==> src/hdl/srclk_defs.svh <==
// Register offsets, field positions and reset values of the sensor
// reference clocking block.
// Assumes 8-bit register pointers and 16-bit registers.
`ifndef SRCLK_DEFS_SVH
`define SRCLK_DEFS_SVH

`define SRCLK_ADDR_DIV0 8'h14
`define SRCLK_ADDR_DIV1 8'h15
`define SRCLK_ADDR_DIV2 8'h16
`define SRCLK_ADDR_DIV3 8'h17
`define SRCLK_ADDR_SETUP 8'h1A
`define SRCLK_ADDR_MUX 8'h1B

`define SRCLK_REG_RST 16'h0000
// Idle levels of the filtered pins: the two bus wires high, the rest low.
`define SRCLK_PIN_IDLE 8'h03

`define SRCLK_REFDIV_MSB 9
`define SRCLK_REFDIV_LSB 0
`define SRCLK_FINSEL_MSB 13
`define SRCLK_FINSEL_LSB 12
`define SRCLK_CLKSEL_BIT 9
`define SRCLK_ACTCH_MSB 15
`define SRCLK_ACTCH_LSB 14
`define SRCLK_AUTOSCAN_BIT 15
`define SRCLK_RRSEQ_MSB 14
`define SRCLK_RRSEQ_LSB 13

`define SRCLK_FIN_DIV2 2'h2
`define SRCLK_RR_TWO 2'h0
`define SRCLK_RR_THREE 2'h1

// Arbitrary bus address of the device.
`define SRCLK_I2C_ADDR 7'h2A
`define SRCLK_BYTE_BITS 4'h8
`define SRCLK_LAST_BIT 4'h7

`define SRCLK_PIN_SCL 0
`define SRCLK_PIN_SDA 1
`define SRCLK_PIN_EXT 2
`define SRCLK_PIN_INT 3
`define SRCLK_PIN_SNS 4

`endif

==> src/hdl/srclk_pkg.sv <==
// Types shared by the sensor reference clocking block.
// Assumes the constants of srclk_defs.svh.
package srclk_pkg;

   typedef enum logic [4:0]
   {
      I2C_IDLE = 5'h01,
      I2C_RX = 5'h02,
      I2C_AOUT = 5'h04,
      I2C_TX = 5'h08,
      I2C_AIN = 5'h10
   } srclk_i2c_st_t;

   typedef struct packed
   {
      logic [1:0] chan;
      logic ref_tick;
      logic fin_tick;
   } srclk_meas_clk_t;

endpackage

==> src/hdl/srclk_div.sv <==
// Event divider: one output pulse for every ratio input pulses.
// Assumes tick_in is a one-cycle pulse on the same clock.
`timescale 1ns/100ps
module srclk_div #(parameter int W = 10)
(
   // Clock and reset.
   input wire logic clock,
   input wire logic sys_rst,
   // Events to divide and the ratio.
   input wire logic tick_in,
   input wire logic [W-1:0] ratio,
   // Divided event.
   output logic tick_ff
);

   logic [W-1:0] cnt_ff;
   logic [W-1:0] nxt_cnt;
   logic wrap;

   // A ratio of zero acts as one, so a cleared register never stalls.
   assign nxt_cnt = cnt_ff + {{(W-1){1'b0}}, 1'b1};
   assign wrap = (nxt_cnt >= ratio);

   always_ff @(posedge clock)
   begin
      if (sys_rst)
      begin
         cnt_ff <= '0;
         tick_ff <= 1'b0;
      end
      else
      begin
         tick_ff <= tick_in && wrap;
         if (tick_in)
            cnt_ff <= wrap ? '0 : nxt_cnt;
      end
   end

endmodule

==> src/hdl/srclk_top.sv <==
// Clock source select, per-channel dividers, channel sequencer and the
// register slave of the sensor reference clocking block.
// Assumes oscillators and pins are asynchronous and slower than clock/4,
// and that the measurement core pulses conv_done at each channel's end.
//
// Overview of operation
// - Master clock comes from on-chip oscillator or external clock pin.
// - Setup bit 9 at 0x1A: 0 on-chip oscillator, 1 external clock.
// - Channel reference clock is master clock over its 10-bit ratio.
// - Channel input clock is sensor frequency over its divide select.
// - Multi-channel mode steps through the active channels in turn.
// - Single-channel mode measures only the selected channel.
// - All clock fields are written and read over the I2C port.
`timescale 1ns/100ps
`include "srclk_defs.svh"
module srclk_top
(
   // Clock and reset.
   input wire logic clock,
   input wire logic sys_rst,
   // Two-wire register port.
   input wire logic scl_pin,
   input wire logic sda_pin_in,
   output logic sda_pin_out_ff,
   output logic sda_pin_oe_ff,
   // Clock sources.
   input wire logic int_osc_pin,
   input wire logic external_clock_pin,
   input wire logic [3:0] sensor_osc_pin,
   // Measurement core.
   input wire logic conv_done,
   output srclk_pkg::srclk_meas_clk_t meas_clk_ff
);

   ////////////////////////////////////////////////////////////////////
   logic [7:0] pin_raw;
   logic [7:0] sync1_ff;
   logic [7:0] sync2_ff;
   logic [7:0] sync3_ff;
   logic [7:0] filt_ff;
   logic [7:0] prev_ff;
   logic [7:0] agree;
   logic [7:0] rise;
   logic [7:0] fall;

   assign pin_raw = {sensor_osc_pin, int_osc_pin, external_clock_pin,
                     sda_pin_in, scl_pin};
   assign agree = ~(sync2_ff ^ sync3_ff);
   assign rise = filt_ff & ~prev_ff;
   assign fall = ~filt_ff & prev_ff;

   // A level is accepted only once two late stages agree; this rejects
   // short glitches at the cost of two cycles of latency.
   always_ff @(posedge clock)
   begin
      if (sys_rst)
      begin
         // Every stage starts at the idle level, so no false edge follows.
         sync1_ff <= `SRCLK_PIN_IDLE;
         sync2_ff <= `SRCLK_PIN_IDLE;
         sync3_ff <= `SRCLK_PIN_IDLE;
         filt_ff <= `SRCLK_PIN_IDLE;
         prev_ff <= `SRCLK_PIN_IDLE;
      end
      else
      begin
         sync1_ff <= pin_raw;
         sync2_ff <= sync1_ff;
         sync3_ff <= sync2_ff;
         filt_ff <= (sync3_ff & agree) | (filt_ff & ~agree);
         prev_ff <= filt_ff;
      end
   end

   ////////////////////////////////////////////////////////////////////
   logic [15:0] div_ff [4];
   logic [15:0] setup_ff;
   logic [15:0] mux_ff;
   logic [7:0] ptr_ff;
   logic [7:0] wr_hi_ff;
   logic [7:0] sh_ff;
   logic [15:0] rd_word;
   logic wr_strobe;

   always_comb
   begin
      case (ptr_ff)
         `SRCLK_ADDR_DIV0: rd_word = div_ff[0];
         `SRCLK_ADDR_DIV1: rd_word = div_ff[1];
         `SRCLK_ADDR_DIV2: rd_word = div_ff[2];
         `SRCLK_ADDR_DIV3: rd_word = div_ff[3];
         `SRCLK_ADDR_SETUP: rd_word = setup_ff;
         `SRCLK_ADDR_MUX: rd_word = mux_ff;
         default: rd_word = 16'h0000;
      endcase
   end

   always_ff @(posedge clock)
   begin
      if (sys_rst)
      begin
         for (int i = 0; i < 4; i++)
            div_ff[i] <= `SRCLK_REG_RST;
         setup_ff <= `SRCLK_REG_RST;
         mux_ff <= `SRCLK_REG_RST;
      end
      else if (wr_strobe)
      begin
         case (ptr_ff)
            `SRCLK_ADDR_DIV0: div_ff[0] <= {wr_hi_ff, sh_ff};
            `SRCLK_ADDR_DIV1: div_ff[1] <= {wr_hi_ff, sh_ff};
            `SRCLK_ADDR_DIV2: div_ff[2] <= {wr_hi_ff, sh_ff};
            `SRCLK_ADDR_DIV3: div_ff[3] <= {wr_hi_ff, sh_ff};
            `SRCLK_ADDR_SETUP: setup_ff <= {wr_hi_ff, sh_ff};
            `SRCLK_ADDR_MUX: mux_ff <= {wr_hi_ff, sh_ff};
            default: ;
         endcase
      end
   end

   ////////////////////////////////////////////////////////////////////
   srclk_pkg::srclk_i2c_st_t st_ff;
   logic [3:0] bitcnt_ff;
   logic [1:0] bytecnt_ff;
   logic rw_ff;
   logic rd_lo_ff;
   logic nack_ff;
   logic scl_hi;
   logic i2c_start;
   logic i2c_stop;
   logic scl_rise;
   logic scl_fall;
   logic byte_done;
   logic [7:0] nxt_tx_byte;

   assign scl_hi = filt_ff[`SRCLK_PIN_SCL];
   assign scl_rise = rise[`SRCLK_PIN_SCL];
   assign scl_fall = fall[`SRCLK_PIN_SCL];
   assign i2c_start = scl_hi && fall[`SRCLK_PIN_SDA] && !scl_rise;
   assign i2c_stop = scl_hi && rise[`SRCLK_PIN_SDA] && !scl_rise;
   assign byte_done = (st_ff == srclk_pkg::I2C_RX) && scl_fall
                      && (bitcnt_ff == `SRCLK_BYTE_BITS);
   assign wr_strobe = byte_done && !rw_ff && (bytecnt_ff == 2'h3);
   assign nxt_tx_byte = rd_lo_ff ? rd_word[7:0] : rd_word[15:8];

   // Only low is ever driven; the enable alone shapes the open-drain line.
   always_ff @(posedge clock)
   begin
      if (sys_rst)
         sda_pin_out_ff <= 1'b0;
      else
         sda_pin_out_ff <= 1'b0;
   end

   always_ff @(posedge clock)
   begin
      if (sys_rst)
      begin
         st_ff <= srclk_pkg::I2C_IDLE;
         bitcnt_ff <= 4'h0;
         bytecnt_ff <= 2'h0;
         sh_ff <= 8'h00;
         rw_ff <= 1'b0;
         rd_lo_ff <= 1'b0;
         nack_ff <= 1'b0;
         ptr_ff <= 8'h00;
         wr_hi_ff <= 8'h00;
         sda_pin_oe_ff <= 1'b0;
      end
      else if (i2c_start)
      begin
         st_ff <= srclk_pkg::I2C_RX;
         bitcnt_ff <= 4'h0;
         bytecnt_ff <= 2'h0;
         sda_pin_oe_ff <= 1'b0;
      end
      else if (i2c_stop)
      begin
         st_ff <= srclk_pkg::I2C_IDLE;
         sda_pin_oe_ff <= 1'b0;
      end
      else
      begin
         case (st_ff)
            srclk_pkg::I2C_RX:
            begin
               if (scl_rise)
               begin
                  sh_ff <= {sh_ff[6:0], filt_ff[`SRCLK_PIN_SDA]};
                  bitcnt_ff <= bitcnt_ff + 4'h1;
               end
               else if (byte_done)
               begin
                  bitcnt_ff <= 4'h0;
                  if (bytecnt_ff == 2'h0 && sh_ff[7:1] != `SRCLK_I2C_ADDR)
                     st_ff <= srclk_pkg::I2C_IDLE;
                  else
                  begin
                     st_ff <= srclk_pkg::I2C_AOUT;
                     sda_pin_oe_ff <= 1'b1;
                  end
                  if (bytecnt_ff == 2'h0)
                     rw_ff <= sh_ff[0];
                  if (bytecnt_ff == 2'h1)
                     ptr_ff <= sh_ff;
                  if (bytecnt_ff == 2'h2)
                     wr_hi_ff <= sh_ff;
                  bytecnt_ff <= (bytecnt_ff == 2'h3) ? 2'h2
                                : bytecnt_ff + 2'h1;
               end
            end
            srclk_pkg::I2C_AOUT:
            begin
               if (scl_fall && rw_ff && bytecnt_ff == 2'h1)
               begin
                  st_ff <= srclk_pkg::I2C_TX;
                  sh_ff <= rd_word[15:8];
                  sda_pin_oe_ff <= ~rd_word[15];
                  rd_lo_ff <= 1'b1;
               end
               else if (scl_fall)
               begin
                  st_ff <= srclk_pkg::I2C_RX;
                  sda_pin_oe_ff <= 1'b0;
               end
            end
            srclk_pkg::I2C_TX:
            begin
               if (scl_fall && bitcnt_ff == `SRCLK_LAST_BIT)
               begin
                  st_ff <= srclk_pkg::I2C_AIN;
                  bitcnt_ff <= 4'h0;
                  sda_pin_oe_ff <= 1'b0;
               end
               else if (scl_fall)
               begin
                  sh_ff <= {sh_ff[6:0], 1'b0};
                  sda_pin_oe_ff <= ~sh_ff[6];
                  bitcnt_ff <= bitcnt_ff + 4'h1;
               end
            end
            srclk_pkg::I2C_AIN:
            begin
               if (scl_rise)
                  nack_ff <= filt_ff[`SRCLK_PIN_SDA];
               else if (scl_fall && nack_ff)
                  st_ff <= srclk_pkg::I2C_IDLE;
               else if (scl_fall)
               begin
                  st_ff <= srclk_pkg::I2C_TX;
                  sh_ff <= nxt_tx_byte;
                  sda_pin_oe_ff <= ~nxt_tx_byte[7];
                  rd_lo_ff <= ~rd_lo_ff;
               end
            end
            default:
               st_ff <= srclk_pkg::I2C_IDLE;
         endcase
      end
   end

   ////////////////////////////////////////////////////////////////////
   logic clk_sel;
   logic mst_tick_ff;
   logic [3:0] ref_tick;
   logic [3:0] fin_tick;

   assign clk_sel = setup_ff[`SRCLK_CLKSEL_BIT];

   // One master clock feeds every channel's reference divider.
   always_ff @(posedge clock)
   begin
      if (sys_rst)
         mst_tick_ff <= 1'b0;
      else
         mst_tick_ff <= clk_sel ? rise[`SRCLK_PIN_EXT]
                                : rise[`SRCLK_PIN_INT];
   end

   for (genvar c = 0; c < 4; c++)
   begin : g_chan
      srclk_div #(.W(10)) u_ref
      (
         .clock(clock),
         .sys_rst(sys_rst),
         .tick_in(mst_tick_ff),
         .ratio(div_ff[c][`SRCLK_REFDIV_MSB:`SRCLK_REFDIV_LSB]),
         .tick_ff(ref_tick[c])
      );
      srclk_div #(.W(2)) u_fin
      (
         .clock(clock),
         .sys_rst(sys_rst),
         .tick_in(rise[`SRCLK_PIN_SNS + c]),
         .ratio((div_ff[c][`SRCLK_FINSEL_MSB:`SRCLK_FINSEL_LSB]
                 == `SRCLK_FIN_DIV2) ? 2'h2 : 2'h1),
         .tick_ff(fin_tick[c])
      );
   end

   ////////////////////////////////////////////////////////////////////
   logic autoscan;
   logic [1:0] single_sel;
   logic [1:0] rr_seq;
   logic [1:0] last_ch;
   logic [1:0] seq_ff;

   assign autoscan = mux_ff[`SRCLK_AUTOSCAN_BIT];
   assign single_sel = setup_ff[`SRCLK_ACTCH_MSB:`SRCLK_ACTCH_LSB];
   assign rr_seq = mux_ff[`SRCLK_RRSEQ_MSB:`SRCLK_RRSEQ_LSB];
   assign last_ch = (rr_seq == `SRCLK_RR_TWO) ? 2'h1
                    : (rr_seq == `SRCLK_RR_THREE) ? 2'h2 : 2'h3;

   always_ff @(posedge clock)
   begin
      if (sys_rst)
         seq_ff <= 2'h0;
      else if (!autoscan)
         seq_ff <= single_sel;
      else if (seq_ff > last_ch)
         seq_ff <= 2'h0;
      else if (conv_done)
         seq_ff <= (seq_ff == last_ch) ? 2'h0 : seq_ff + 2'h1;
   end

   // Other channels' clocks never reach the core.
   always_ff @(posedge clock)
   begin
      if (sys_rst)
         meas_clk_ff <= '0;
      else
      begin
         meas_clk_ff.chan <= seq_ff;
         meas_clk_ff.ref_tick <= ref_tick[seq_ff];
         meas_clk_ff.fin_tick <= fin_tick[seq_ff];
      end
   end
endmodule

==> config.mk <==
export PLATFORM = sky130hd
export DESIGN_NAME = srclk_top
export DESIGN_NICKNAME = d
export VERILOG_FILES = /design/src/hdl/srclk_pkg.sv /design/src/hdl/srclk_div.sv /design/src/hdl/srclk_top.sv
export VERILOG_INCLUDE_DIRS = /design/src /design/src/hdl
export SDC_FILE = /design/constraint.sdc
export NUM_CORES = 1
export LEC_CHECK = 0
export BUFFER_PORTS_ARGS = -buffer_cell sky130_fd_sc_hd__buf_2
export CORE_AREA = 8 8 162 164
export CTS_BUF_LIST = sky130_fd_sc_hd__clkbuf_2 sky130_fd_sc_hd__clkbuf_4 sky130_fd_sc_hd__clkbuf_8
export CTS_CLUSTER_DIAMETER = 60
export CTS_CLUSTER_SIZE = 16
export DETAILED_ROUTE_END_ITERATION = 16
export DIE_AREA = 0 0 170 172
export SYNTH_ARGS = -nofsm -noshare
export SYNTH_HDL_FRONTEND = slang
export SYNTH_SLANG_ARGS = --single-unit
==> constraint.sdc <==
create_clock -name clock -period 4 [get_ports clock]
set_input_delay 0.2 -clock clock [delete_from_list [all_inputs] [get_ports clock]]
set_output_delay 0.2 -clock clock [all_outputs]
set_load 0.01 [all_outputs]
==> Word-level counts from Yosys, hierarchy flattened <==
Memory sizes are Yosys's and may differ from the RTL's.
Index checks and enable logic that the tools add are counted.
{ "totals": {"regBits": 174, "mem_bits_rw": 64, "output_inout_bits": 6, "wordCells": 258, "n_memories": 1} }
{ "op_classes": {"addsub": 11, "magnitude_cmp": 10, "eq_ne": 44, "n_mux": 89, "bitwise": 21, "n_reduce_logical": 43} }
{ "memory_table": {"columns": ["name", "depth", "word_bits", "rd", "rd_ports_with_merged_regs", "write_ports", "line", "text"], "rows": [
  ["div_ff", 4, 16, 4, 0, 4, "srclk_top.sv:76", "logic [15:0] div_ff [4];"]
]} }
{ "ops": {"columns": ["cell", "count"], "rows": [
  ["one-hot mux 16 bit (6 select lines)", 1],
  ["two-way mux 16 bit", 4],
  ["two-way mux 8 bit", 8],
  ["== test 8 x 5 -> 1 bit (second input constant)", 6],
  ["adder 10 x 1 -> 10 bit (second input constant)", 4],
  ["greater-or-equal comparator 10 bit", 4],
  ["two-way mux 10 bit", 4],
  ["two-way mux 5 bit", 8],
  ["two-way mux 1 bit", 36],
  ["two-way mux 2 bit", 16],
  ["one-hot mux 8 bit (4 select lines)", 1],
  ["AND reduction 6 bit", 5],
  ["AND 8 bit", 3],
  ["inverter 8 bit", 3],
  ["!= test 2 bit (second input constant)", 11],
  ["logical AND 1 bit", 21],
  ["one-hot mux 5 bit (4 select lines)", 1],
  ["two-way mux 4 bit", 4],
  ["!= test 4 bit (second input constant)", 4],
  ["adder 2 x 1 -> 2 bit (second input constant)", 6],
  ["== test 2 bit (second input constant)", 6],
  ["!= test 3 bit (second input constant)", 4],
  ["AND reduction 4 bit", 3],
  ["!= test 5 bit (second input constant)", 2],
  ["other kinds (35)", 53]
]} }

==> Logic depth before layout (Yosys ltp) <==
Gate-level depths: netlist of run 1.
{ "logic_depth": {"ltp_word": 10, "ltp_mapped": 11} }

==> By module <==
Synthesis of run 1 repeated with hierarchy kept, for this count alone.
{ "hier_totals": {"hier_cells": 1257, "hier_area_um2": 12249.2} }
{ "by_module_without_submodules": {"columns": ["mod", "instances", "cells_per_inst", "area_each_um2", "seq_area_each_um2"], "rows": [
  ["srclk_top", 1, 781, 8030.2, 4284.1],
  ["srclk_div at g_chan[0].u_ref ...", 4, 102, 895.9, 220.2],
  ["srclk_div at g_chan[0].u_fin ...", 4, 17, 158.9, 60.1]
]} }

==> Worst setup path after synthesis of run 1 <==
Ideal clock, no wire load.
{ "synth_path": {"kind": "reg-to-reg", "startpoint": "register st_ff[0]", "endpoint": "memory div_ff[3][0] (enable)", "arrival_time_ps": 2982, "path_slack_ps": 603, "stages_incl_launch_ff": 7, "cell_sequence": "dfxtp_1 buf_6 or4b_4 or2_0 buf_2 or3_4 o31ai_1"} }
{ "synth_rtl": {"columns": ["element", "line", "text"], "rows": [
  ["start: declaration", "srclk_top.sv:122", "srclk_pkg::srclk_i2c_st_t st_ff;"],
  ["start signal: assignment", "srclk_top.sv:159", "st_ff <= srclk_pkg::I2C_IDLE;"],
  ["start signal: assignment", "srclk_top.sv:172", "st_ff <= srclk_pkg::I2C_RX;"],
  ["start signal: assignment", "srclk_top.sv:179", "st_ff <= srclk_pkg::I2C_IDLE;"],
  ["end: declaration", "srclk_top.sv:76", null]
]} }

==> run metrics, run 1 <==
status=finished, final reports clean; Die H=172 um; port bufs=15; Post-Route WL=29150 um; fraction of the cycle the final worst path needs=80.55%; Final TNS setup=0 ps; Post-synth top flop=dfxtp_1; area of the core=23820 um^2; Finish-stage setup viols=0; CTS tree=yes; ANT cells=0; DR vias=8914; worst setup margin=778.1 ps; Sink Count=238; Hold Crit Class=input pin to flop; Startpoint Class=flop; WL per Instance=18.62 um; count of final hold-check violations=0; Worst EP arrival=3640 ps; pwr dens=346.9 nW/um^2; uppermost layer routed=met4; I/O pin total=17; Slew HR=36.16%; Setup Fix Bufs, Post-CTS=0; hpwl dp=20120 um; vias in the first global route=8460; # DRC=0; Rows=57; Met1 Wirelength=13130 um; VDD IR max=0.3712 mV; Pre-antenna DRT Iters=6; post-synthesis cell type count=71; die area=29240 um^2; reg2reg start=st_ff[1]; global-route wire length before repair=46500 um; Worst Skew=24.98 ps; Fmax achieved=0.3104 GHz; Nets=1291; register area=5405 um^2; #FFs+latches synth=238; clock latency on the worst-skew pair=570 ps; EDFF count, synth=64; hold slack=48.08 ps; CP Capture Type=flop; Layout area overhead=8.553%; Core Util, Final=52.80%; total gr overflow=0; RSZ-0062 raised after global routing=false; ys async rst share=0%; leakage power=4.658 nW; root buffer cell=clkbuf_8; fin. max-slew vios=0; reg2reg setup slack=780 ps; overall power=4.363 mW; Setup WS pre-CTS=886.4 ps; Initial Util=48.64%; Starting DRT DRC Count=801; Antenna Nets Post-Route=0; Reg clk slew, reported paths=90 ps; worst setup path class=flop to flop; worst-case clock buffer depth=3; syn_nets=1292; yosys warns=0; share of cells above drive strength 1=9.098%; WL met2=13130 um; area of the multi-input gates=5714 um^2; DR vias/cell=5.692; CP required=4420 ps; Mapped Area=11590 um^2; CTS H-Tree Depth=1; initial antenna violation count=0; crit path launch=st_ff[1]; Slew @ Worst Pin=953.9 ps; cells resized by post-CTS repair=0; Mapped Avg Cell Area=9.458 um^2; gpl congestion=0.9012; fillers=2214; minimum clock period=3222 ps; cts hold-fix bufs=8; Max Cap Viol=0; Met3 Wirelength=1889 um; Seq/Total Area, Yosys=46.65%; largest net degree at the start of global routing=55; R2R cell count=6; CTS Buf Count=24; Syn Inst Count=1225; Reg-to-Reg End=div_ff[3][3]; die width=170 um; crit path max fanout=15; CP endpoint=div_ff[3][3]; All-Layer GR Usage=19.99%
-- kinds of logic (layout without fill, tap and decap cells) --
logic type               Yosys count  after routing  synth area share, %
buffers and inverters            119            136                4.276
AND/OR/NAND/NOR                  474            474                20.91
AO/OA/AOI/OAI                    272            272                16.53
other                              1              1              0.03237
flip-flops                       238            238                46.65
adder cells (fa/ha/maj)           56             56                6.047
multiplexers                      23             23                2.376
XOR/XNOR                          42             42                3.175
-- worst max-delay path, cell delays in order (launching register included) --
cell	delay, ps
dfxtp_1	490
or4b_4	530
or2_0	350
nor4_1	520
nand2b_1	270
nor2_1	680
and2_1	230
-- power breakdown --
group / total, mW / switching, mW / internal, mW
logic: 0.117 / 0.0757 / 0.0409
clock network: 1.72 / 0.941 / 0.783
registers: 2.52 / 0.0204 / 2.50
-- state kept, by name (all words and copies together), names as in the netlist, 5 cells and up, named ones only --
name / count
div_ff: 64
g_chan.u_ref.cnt_ff: 40
mux_ff: 16
setup_ff: 16
g_chan.u_fin.cnt_ff: 8
prev_ff: 8
ptr_ff: 8
sh_ff: 8
sync1_ff: 8
sync2_ff: 8
sync3_ff: 8
wr_hi_ff: 8
st_ff: 5
-- layout by cell type, fill, tap and decap left out, types with 9 or more instances in the layout --
cell type | Yosys | layout
dfxtp_1 | 174 | 174
and2_1 | 61 | 61
inv_1 | 47 | 47
nand2b_1 | 25 | 25
ha_1 | 56 | 56
a21oi_1 | 85 | 85
mux2i_1 | 14 | 14
nand3b_1 | 12 | 12
a21o_1 | 17 | 17
a32o_1 | 37 | 37
a32oi_1 | 19 | 19
nor2_1 | 78 | 77
nor3_1 | 18 | 18
clkbuf_8 | 0 | 28
xor2_1 | 15 | 15
or2_2 | 9 | 9
a22o_1 | 14 | 14
o21ai_0 | 31 | 31
a211oi_1 | 10 | 10
buf_2 | 3 | 14
o22ai_1 | 9 | 9
nor2b_1 | 37 | 36
buf_4 | 3 | 23
and3_1 | 9 | 9
edfxtp_1 | 64 | 64
xnor2_1 | 27 | 27
nand2_1 | 150 | 150
nand3_1 | 34 | 34
-- layout make-up --
type / instances / share of cell area (%)
multi-input combinational: 868 / 45.43
sequential: 238 / 42.98
clock buffer: 31 / 3.243
tap: 324 / 3.223
timing repair buffer: 45 / 2.567
inverter: 47 / 1.403
clock inverter: 13 / 1.154
-- through the flow --
step / std cells / area (um^2)
floorplan: 1225 / 11590
global placement: 1514 / 11940
detailed placement: 1514 / 11940
CTS: 1566 / 12580
global route: 1566 / 12580
finish: 1566 / 12580
-- synthesized netlist by cell type, types with 4 or more instances --
| library cell | number | share of area (%) |
|---|---|---|
| a32oi_1 | 19 | 1.4 |
| nand2b_1 | 25 | 1.3 |
| mux2i_1 | 14 | 1.2 |
| or3_1 | 5 | 0.27 |
| xor2_1 | 15 | 1.1 |
| o211ai_1 | 4 | 0.26 |
| nand4_1 | 6 | 0.32 |
| o22ai_1 | 9 | 0.49 |
| xnor2_1 | 27 | 2.0 |
| inv_1 | 47 | 1.5 |
| o21ai_0 | 31 | 1.3 |
| ha_1 | 56 | 6.0 |
| nand2_1 | 150 | 4.9 |
| nor2b_1 | 37 | 2.0 |
| and3_1 | 9 | 0.49 |
| a221oi_1 | 4 | 0.30 |
| o31ai_1 | 4 | 0.26 |
| buf_6 | 4 | 0.39 |
| nor3b_1 | 8 | 0.52 |
| a211oi_1 | 10 | 0.65 |
| edfxtp_1 | 64 | 17 |
| a21oi_1 | 85 | 3.7 |
| nor4_1 | 4 | 0.22 |
| clkbuf_1 | 50 | 1.6 |
| dfxtp_1 | 174 | 30 |
| a22oi_1 | 6 | 0.39 |
| a311oi_1 | 5 | 0.38 |
| buf_1 | 9 | 0.29 |
| nand3b_1 | 12 | 0.78 |
| nor2_1 | 78 | 2.5 |
| mux2_2 | 6 | 0.58 |
| nand3_1 | 34 | 1.5 |
| nor3_1 | 18 | 0.78 |
| a2111oi_0 | 5 | 0.38 |
| a21o_1 | 17 | 1.1 |
| and2_1 | 61 | 3.3 |
| a22o_1 | 14 | 1.1 |
| a32o_1 | 37 | 3.2 |
| or2_2 | 9 | 0.49 |
-- routing by layer --
layer	vias up	GRT usage [%]
met3	67	2.968
met5	-	0
met4	0	7.399
met1	4196	26.62
li1	4371	-
met2	280	32.59
-- worst min path at each step --
stage               slack [ps]                         to        start  depth (start not counted)
floorplan                  300                sync1_ff[0]      scl_pin                          1
global placement           390                sync2_ff[1]  sync1_ff[1]                          1
detailed placement         400                sync2_ff[1]  sync1_ff[1]                          1
CTS                          8  g_chan[0].u_fin.cnt_ff[0]      sys_rst                          2
global route                40  g_chan[0].u_fin.cnt_ff[0]      sys_rst                          2
finish                      50                  seq_ff[0]    conv_done                          4
No activity file was read; power rests on OpenSTA's default activity.
==> run 2, diff against run 1 <==
clock period = 3.1 ns   (was 4 ns; I/O delays follow)
==> run metrics, run 2 (synthesis gave the netlist of run 1 again) <==
Initial Util=48.64% (unchanged); CTS tree=yes (unchanged); # DRC=0 (unchanged); Slew @ Worst Pin=995.6 ps (was 953.9 ps); All-Layer GR Usage=20.07% (was 19.99%); die width=170 um (unchanged); global-route wire length before repair=46920 um (was 46500 um); fin. max-slew vios=0 (unchanged); max FFs per register=64 (unchanged); DR vias/cell=5.662 (was 5.692); Finish-stage setup viols=0 (unchanged); biggest regs=div_ff: 64 flops, g_chan.u_ref.cnt_ff: 40 flops (unchanged); DR vias=8997 (was 8914); CP Capture Type=flop (unchanged); Hold Crit Depth=3 (was 4); root buffer cell=clkbuf_8 (unchanged); most frequent cells in the layout=174 x dfxtp_1, 150 x nand2_1, 85 x a21oi_1 (unchanged); I/O pin total=17 (unchanged); WL per Instance=18.29 um (was 18.62 um); Starting DRT DRC Count=881 (was 801); clock latency on the worst-skew pair=580 ps (was 570 ps); RSZ-0062 raised after global routing=false (unchanged); minimum clock period=2766 ps (was 3222 ps); VDD IR max=0.3957 mV (was 0.3712 mV); status=finished, final reports clean (unchanged); worst-case clock buffer depth=3 (unchanged); Critical Path Max Stage Delay=660 ps (was 680 ps); gpl congestion=0.9329 (was 0.9012); largest net degree at the start of global routing=98 (was 55); Hold Crit Class=input pin to flop (unchanged); Post-Route WL=29060 um (was 29150 um); Antenna Nets Post-Route=0 (unchanged); port bufs=15 (unchanged); reg2reg setup slack=330 ps (was 780 ps); Worst Skew=37.00 ps (was 24.98 ps); hpwl dp=20380 um (was 20120 um); CTS Buf Count=23 (was 24); Rows=57 (unchanged); Inst Count DP=1536 (was 1514); leakage power=4.760 nW (was 4.658 nW); hold endpoint=sync1_ff[1] (was seq_ff[0]); Die H=172 um (unchanged); reg2reg start=g_chan[0].u_ref.cnt_ff[0] (was st_ff[1]); Fmax achieved=0.3616 GHz (was 0.3104 GHz); total gr overflow=0 (unchanged); cell family with most CP delay=compound AO/OA/AOI/OAI gates (was simple AND/OR/NAND/NOR gates); die area=29240 um^2 (unchanged); Setup WS pre-CTS=86.99 ps (was 886.4 ps); area of the core=23820 um^2 (unchanged); Crit-path slowest cell=a2111oi_4 (was nor2_1); count of final hold-check violations=0 (unchanged); crit path buf inv count=0 (unchanged); Pre-antenna DRT Iters=7 (was 6); commonest non-fill, non-tap cell in the layout=dfxtp_1 (unchanged); Max Cap Viol=0 (unchanged); Nets=1314 (was 1291); CTS H-Tree Depth=1 (unchanged); worst setup path class=flop to flop (unchanged); Largest Register=div_ff (unchanged); Final TNS setup=0 ps (unchanged); vias in the first global route=8629 (was 8460); worst setup margin=334.5 ps (was 778.1 ps); fin cells=1589 (was 1566); hold slack=320.1 ps (was 48.08 ps); fraction of the cycle the final worst path needs=89.21% (was 80.55%); CP Cell Sequence=ha_1, nand3_1, xnor2_1, ha_1, a21o_1, a21o_1, a21oi_1, nor2_1, a2111oi_4, a32o_1 (was or4b_4, or2_0, nor4_1, nand2b_1, nor2_1, and2_1); R2R cell count=10 (was 6); Setup Fix Bufs, Post-CTS=0 (unchanged); Slew HR=33.62% (was 36.16%); Reg-to-Reg End=g_chan[0].u_ref.cnt_ff[2] (was div_ff[3][3]); share of cells above drive strength 1=10.52% (was 9.098%); Sink Count=238 (unchanged); pwr dens=433.5 nW/um^2 (was 346.9 nW/um^2); Layout area overhead=9.882% (was 8.553%); overall power=5.519 mW (was 4.363 mW); crit path max fanout=11 (was 15); CP required=3580 ps (was 4420 ps); Startpoint Class=flop (unchanged); Reg clk slew, reported paths=90 ps (about the same); initial antenna violation count=0 (unchanged); Worst EP arrival=3250 ps (was 3640 ps); Hold Startpoint=sda_pin_in (was conv_done)
## run 2: changes by cell type in the layout (fill, tap and decap cells not counted), moves of 2 or more
cell / previous run / this run
buf_4: 23 / 45
clkbuf_8: 28 / 24
clkinv_2: 0 / 3
clkinv_4: 6 / 3
dlygate4sd3_1: 8 / 10
## run 2: per-stage QoR
stage,util (%),area [um^2]
6_report,53.45,12730
5_1_grt,53.44,12730
4_1_cts,53.38,12720
3_5_place_dp,50.84,12110
3_3_place_gp,50.84,12110
2_1_floorplan,-,11590
## run 2: where the power goes
part	internal (mW)	leakage [nW]	total, mW	switching [mW]
Combinational	0.0578	2.44	0.156	0.0981
Clock	0.913	0.263	2.11	1.20
Sequential	3.23	2.05	3.25	0.0272
## run 2: worst reg2reg max path, stage by stage, from the launching register on
cell and delay [ps]:
dfxtp_1 430, ha_1 290, nand3_1 120, xnor2_1 170
ha_1 200, a21o_1 160, a21o_1 170, a21oi_1 140
nor2_1 80, a2111oi_4 660, a32o_1 280
## run 2: layout make-up
cell class,instances,area [um^2]
Multi-Input combinational cell,868,5727
Fill cell,2264,11090
Antenna cell,1,2.502
Timing Repair Buffer,69,508.0
Clock buffer,28,360.3
Tap cell,324,405.4
Clock inverter,14,146.4
Sequential cell,238,5405
Inverter,47,176.4
## run 2: timing repair
action | CTS | global route
resized for setup | 0 | 1
setup endpoints to repair | 0 | 11
endpoints found under the hold margin | 25 | 0
hold buffers | 10 | 0
## run 2: how the worst max path moves through the flow
stage / from / to / slack [ps] / depth (start not counted)
after floorplan: st_ff[0] / div_ff[3][0] / 200 / 6
after global placement: g_chan[0].u_ref.cnt_ff[0] / g_chan[0].u_ref.cnt_ff[8] / 30 / 10
after detailed placement: g_chan[0].u_ref.cnt_ff[0] / g_chan[0].u_ref.cnt_ff[2] / 90 / 10
after CTS: g_chan[0].u_ref.cnt_ff[0] / g_chan[0].u_ref.cnt_ff[2] / 50 / 10
after global routing: g_chan[0].u_ref.cnt_ff[2] / g_chan[0].u_ref.cnt_ff[2] / 120 / 10
final: g_chan[0].u_ref.cnt_ff[0] / g_chan[0].u_ref.cnt_ff[2] / 330 / 10
## run 2: metal layers
metal	wire length, um	track usage [%]	share of wire, %
met1	12980	26.51	45
met2	13500	33.37	46
met3	1774	3.447	6.1
met4	806	5.797	2.8
met5	0	0	0
==> run 3, diff against run 2 <==
ABC_AREA = 1   (was not set)
CORE_AREA = 8 8 163 165   (was 8 8 162 164)
DIE_AREA = 0 0 171 173   (was 0 0 170 172)
SLEW_MARGIN = 20   (was not set)
==> run metrics, run 3 <==
Critical Path Max Stage Delay=490 ps (was 660 ps); EDFF count, synth=64 (unchanged); met2 Use GR=30.79% (was 33.37%); Worst EP arrival=3190 ps (was 3250 ps); Startpoint Class=flop (unchanged); port bufs=15 (unchanged); #FFs+latches synth=238 (unchanged); total gr overflow=0 (unchanged); Global Route met3 Usage=2.665% (was 3.447%); status=finished, final reports clean (unchanged); die width=171 um (was 170 um); Fmax achieved=0.3602 GHz (was 0.3616 GHz); Synth area leaders=dfxtp_1 30%, edfxtp_1 16%, nand2_1 8.6%, nor2_1 7.3%, inv_1 6.5% (was dfxtp_1 30%, edfxtp_1 17%, ha_1 6.0%, nand2_1 4.9%, a21oi_1 3.7%); ANT cells=0 (was 1); WL per Instance=15.29 um (was 18.29 um); count of final hold-check violations=0 (unchanged); Antenna Nets Post-Route=0 (unchanged); Starting DRT DRC Count=747 (was 881); Pre-antenna DRT Iters=5 (was 7); Rows=57 (unchanged); CP Cell Sequence=ha_1, nand2_1, inv_1, nand4_1, nor3_1, xor2_1, inv_1, ha_1, nand2_1, nor2_1, o211ai_1, nand3_1, clkinv_1, nand3_1, a21oi_1 (was ha_1, nand3_1, xnor2_1, ha_1, a21o_1, a21o_1, a21oi_1, nor2_1, a2111oi_4, a32o_1); crit path max fanout=10 (was 11); Hold Crit Class=input pin to flop (unchanged); Final TNS setup=0 ps (unchanged); Worst Skew=25.83 ps (was 37.00 ps); commonest non-fill, non-tap cell in the layout=nand2_1 (was dfxtp_1); most frequent cells in the layout=268 x nand2_1, 227 x nor2_1, 202 x inv_1 (was 174 x dfxtp_1, 150 x nand2_1, 85 x a21oi_1); CTS H-Tree Depth=1 (unchanged); Finish-stage setup viols=0 (unchanged); Mapped Area=11710 um^2 (was 11590 um^2); I/O pin total=17 (unchanged); global-route wire length before repair=46580 um (was 46920 um); Initial Util=48.89% (was 48.64%); initial antenna violation count=0 (unchanged); Nets=1601 (was 1314); Crit-path slowest cell=dfxtp_1 (was a2111oi_4); Synth top area share=29.73% (was 30.06%); Global Route met1 Usage=27.78% (was 26.51%); Slew HR=50.55% (was 33.62%); largest net degree at the start of global routing=65 (was 98); Core Util, Final=53.61% (was 53.45%); gpl congestion=0.8835 (was 0.9329); minimum clock period=2776 ps (was 2766 ps); fraction of the cycle the final worst path needs=89.56% (was 89.21%); Syn Inst Count=1506 (was 1225); placed cell area=12080 um^2 (was 12110 um^2); VDD IR max=0.3911 mV (was 0.3957 mV); Sink Count=238 (unchanged); most common cell in the netlist=nand2_1 (was dfxtp_1); CP Capture Type=flop (unchanged); Most Crowded Layer GR=met2 (unchanged); Setup Fix Bufs, Post-CTS=0 (unchanged); Layout area overhead=9.666% (was 9.882%); clock latency on the worst-skew pair=570 ps (was 580 ps); share of cells above drive strength 1=7.534% (was 10.52%); fin. max-slew vios=0 (unchanged); post-synthesis cell type count=45 (was 71); pwr dens=459.9 nW/um^2 (was 433.5 nW/um^2); die area=29580 um^2 (was 29240 um^2); hpwl dp=20130 um (was 20380 um); worst setup path class=flop to flop (unchanged); Largest Register=div_ff (unchanged); # DRC=0 (unchanged); Max Cap Viol=0 (unchanged); Post-synth top flop=dfxtp_1 (unchanged); RSZ-0062 raised after global routing=false (unchanged); synth cell count leaders=268 x nand2_1, 227 x nor2_1, 203 x inv_1, 174 x dfxtp_1, 142 x a21oi_1 (was 174 x dfxtp_1, 150 x nand2_1, 85 x a21oi_1, 78 x nor2_1, 64 x edfxtp_1); leakage power=5.374 nW (was 4.760 nW); vias in the first global route=8960 (was 8629); Post-Route WL=28700 um (was 29060 um); Seq/Total Area, Yosys=46.14% (was 46.65%); Mapped Avg Cell Area=7.779 um^2 (was 9.458 um^2); CTS Buf Count=26 (was 23); Die H=173 um (was 172 um); CP required=3520 ps (was 3580 ps); yosys warns=0 (unchanged); CTS tree=yes (unchanged); root buffer cell=clkbuf_8 (unchanged); Slew @ Worst Pin=739.9 ps (was 995.6 ps); syn_nets=1573 (was 1292); area of the core=23960 um^2 (was 23820 um^2); worst-case clock buffer depth=3 (unchanged); fin area=12850 um^2 (was 12730 um^2); cts hold-fix bufs=13 (was 10); hold slack=296.7 ps (was 320.1 ps); cells resized by post-CTS repair=0 (unchanged); max FFs per register=64 (unchanged); biggest regs=div_ff: 64 flops, g_chan.u_ref.cnt_ff: 40 flops (unchanged); Reg clk slew, reported paths=90 ps (about the same); All-Layer GR Usage=19.35% (was 20.07%); DR vias/cell=5.118 (was 5.662); area leader, netlist=dfxtp_1 (unchanged); overall power=5.908 mW (was 5.519 mW); ys async rst share=0% (unchanged); DR vias=9606 (was 8997)
-- run 3: changes by cell type in the layout (fill, tap and decap cells not counted), moves of 34 or more --
cell and delta:
inv_1 +155, a21oi_1 +57, a32o_1 -37, nand2_1 +118, nand3_1 +53, o21ai_0 +34, and2_1 -61, nor2b_1 -36
nor2_1 +150
-- run 3: metal layers --
metal / up-vias / share of wire (%)
met1: 4384 / 48
met3: 27 / 5.4
met2: 235 / 45
li1: 4960 / -
met4: 0 / 1.2
met5: - / 0
-- run 3: per-stage QoR --
step	worst slack, ps	cells
after CTS	329.0	1877
final	323.8	1877
after global routing	21.14	1877
after floorplan	328.4	1506
after global placement	426.4	1817
after detailed placement	347.2	1817
-- run 3: worst paths after layout --
check                                                from                   endpoint  slack (ps)  cells after the start
worst max-delay path            g_chan[0].u_ref.cnt_ff[0]  g_chan[0].u_ref.cnt_ff[9]         320                     15
worst min-delay path                           sda_pin_in                sync1_ff[1]         300                      3
worst max register to register  g_chan[0].u_ref.cnt_ff[0]  g_chan[0].u_ref.cnt_ff[9]         320                     15
worst min register to register                sync1_ff[0]                sync2_ff[0]         400                      1
-- run 3: critical path, delay by kind of cell (launching register included) --
family | cells | cell delay [ps]
AO/OA/AOI/OAI | 2 | 180
AND/OR/NAND/NOR | 7 | 880
buffers and inverters | 3 | 420
adder cells (fa/ha/maj) | 2 | 510
XOR/XNOR | 1 | 170
flip-flops | 1 | 490
-- run 3: cell families after synthesis --
family | share of synthesized area, %
xor+xnor | 2.318
fa+ha+maj | 5.981
simple gates | 24.19
other cells | 0.03201
flops | 46.14
buf+inv | 9.121
compound gates | 12.22
-- run 3: final cells by class --
class | count | area [um^2]
Tap cell | 324 | 405.4
Fill cell | 2320 | 11120
Inverter | 217 | 820.8
Clock inverter | 18 | 244.0
Multi-Input combinational cell | 1007 | 5241
Clock buffer | 29 | 392.9
Sequential cell | 238 | 5405
Timing Repair Buffer | 44 | 337.8
-- run 3: report_power, final --
part	leakage [nW]	switching, mW	total [mW]	internal, mW
Clock	0.324	1.28	2.47	1.18
Combinational	3.04	0.121	0.180	0.0597
Sequential	2.01	0.0244	3.26	3.24
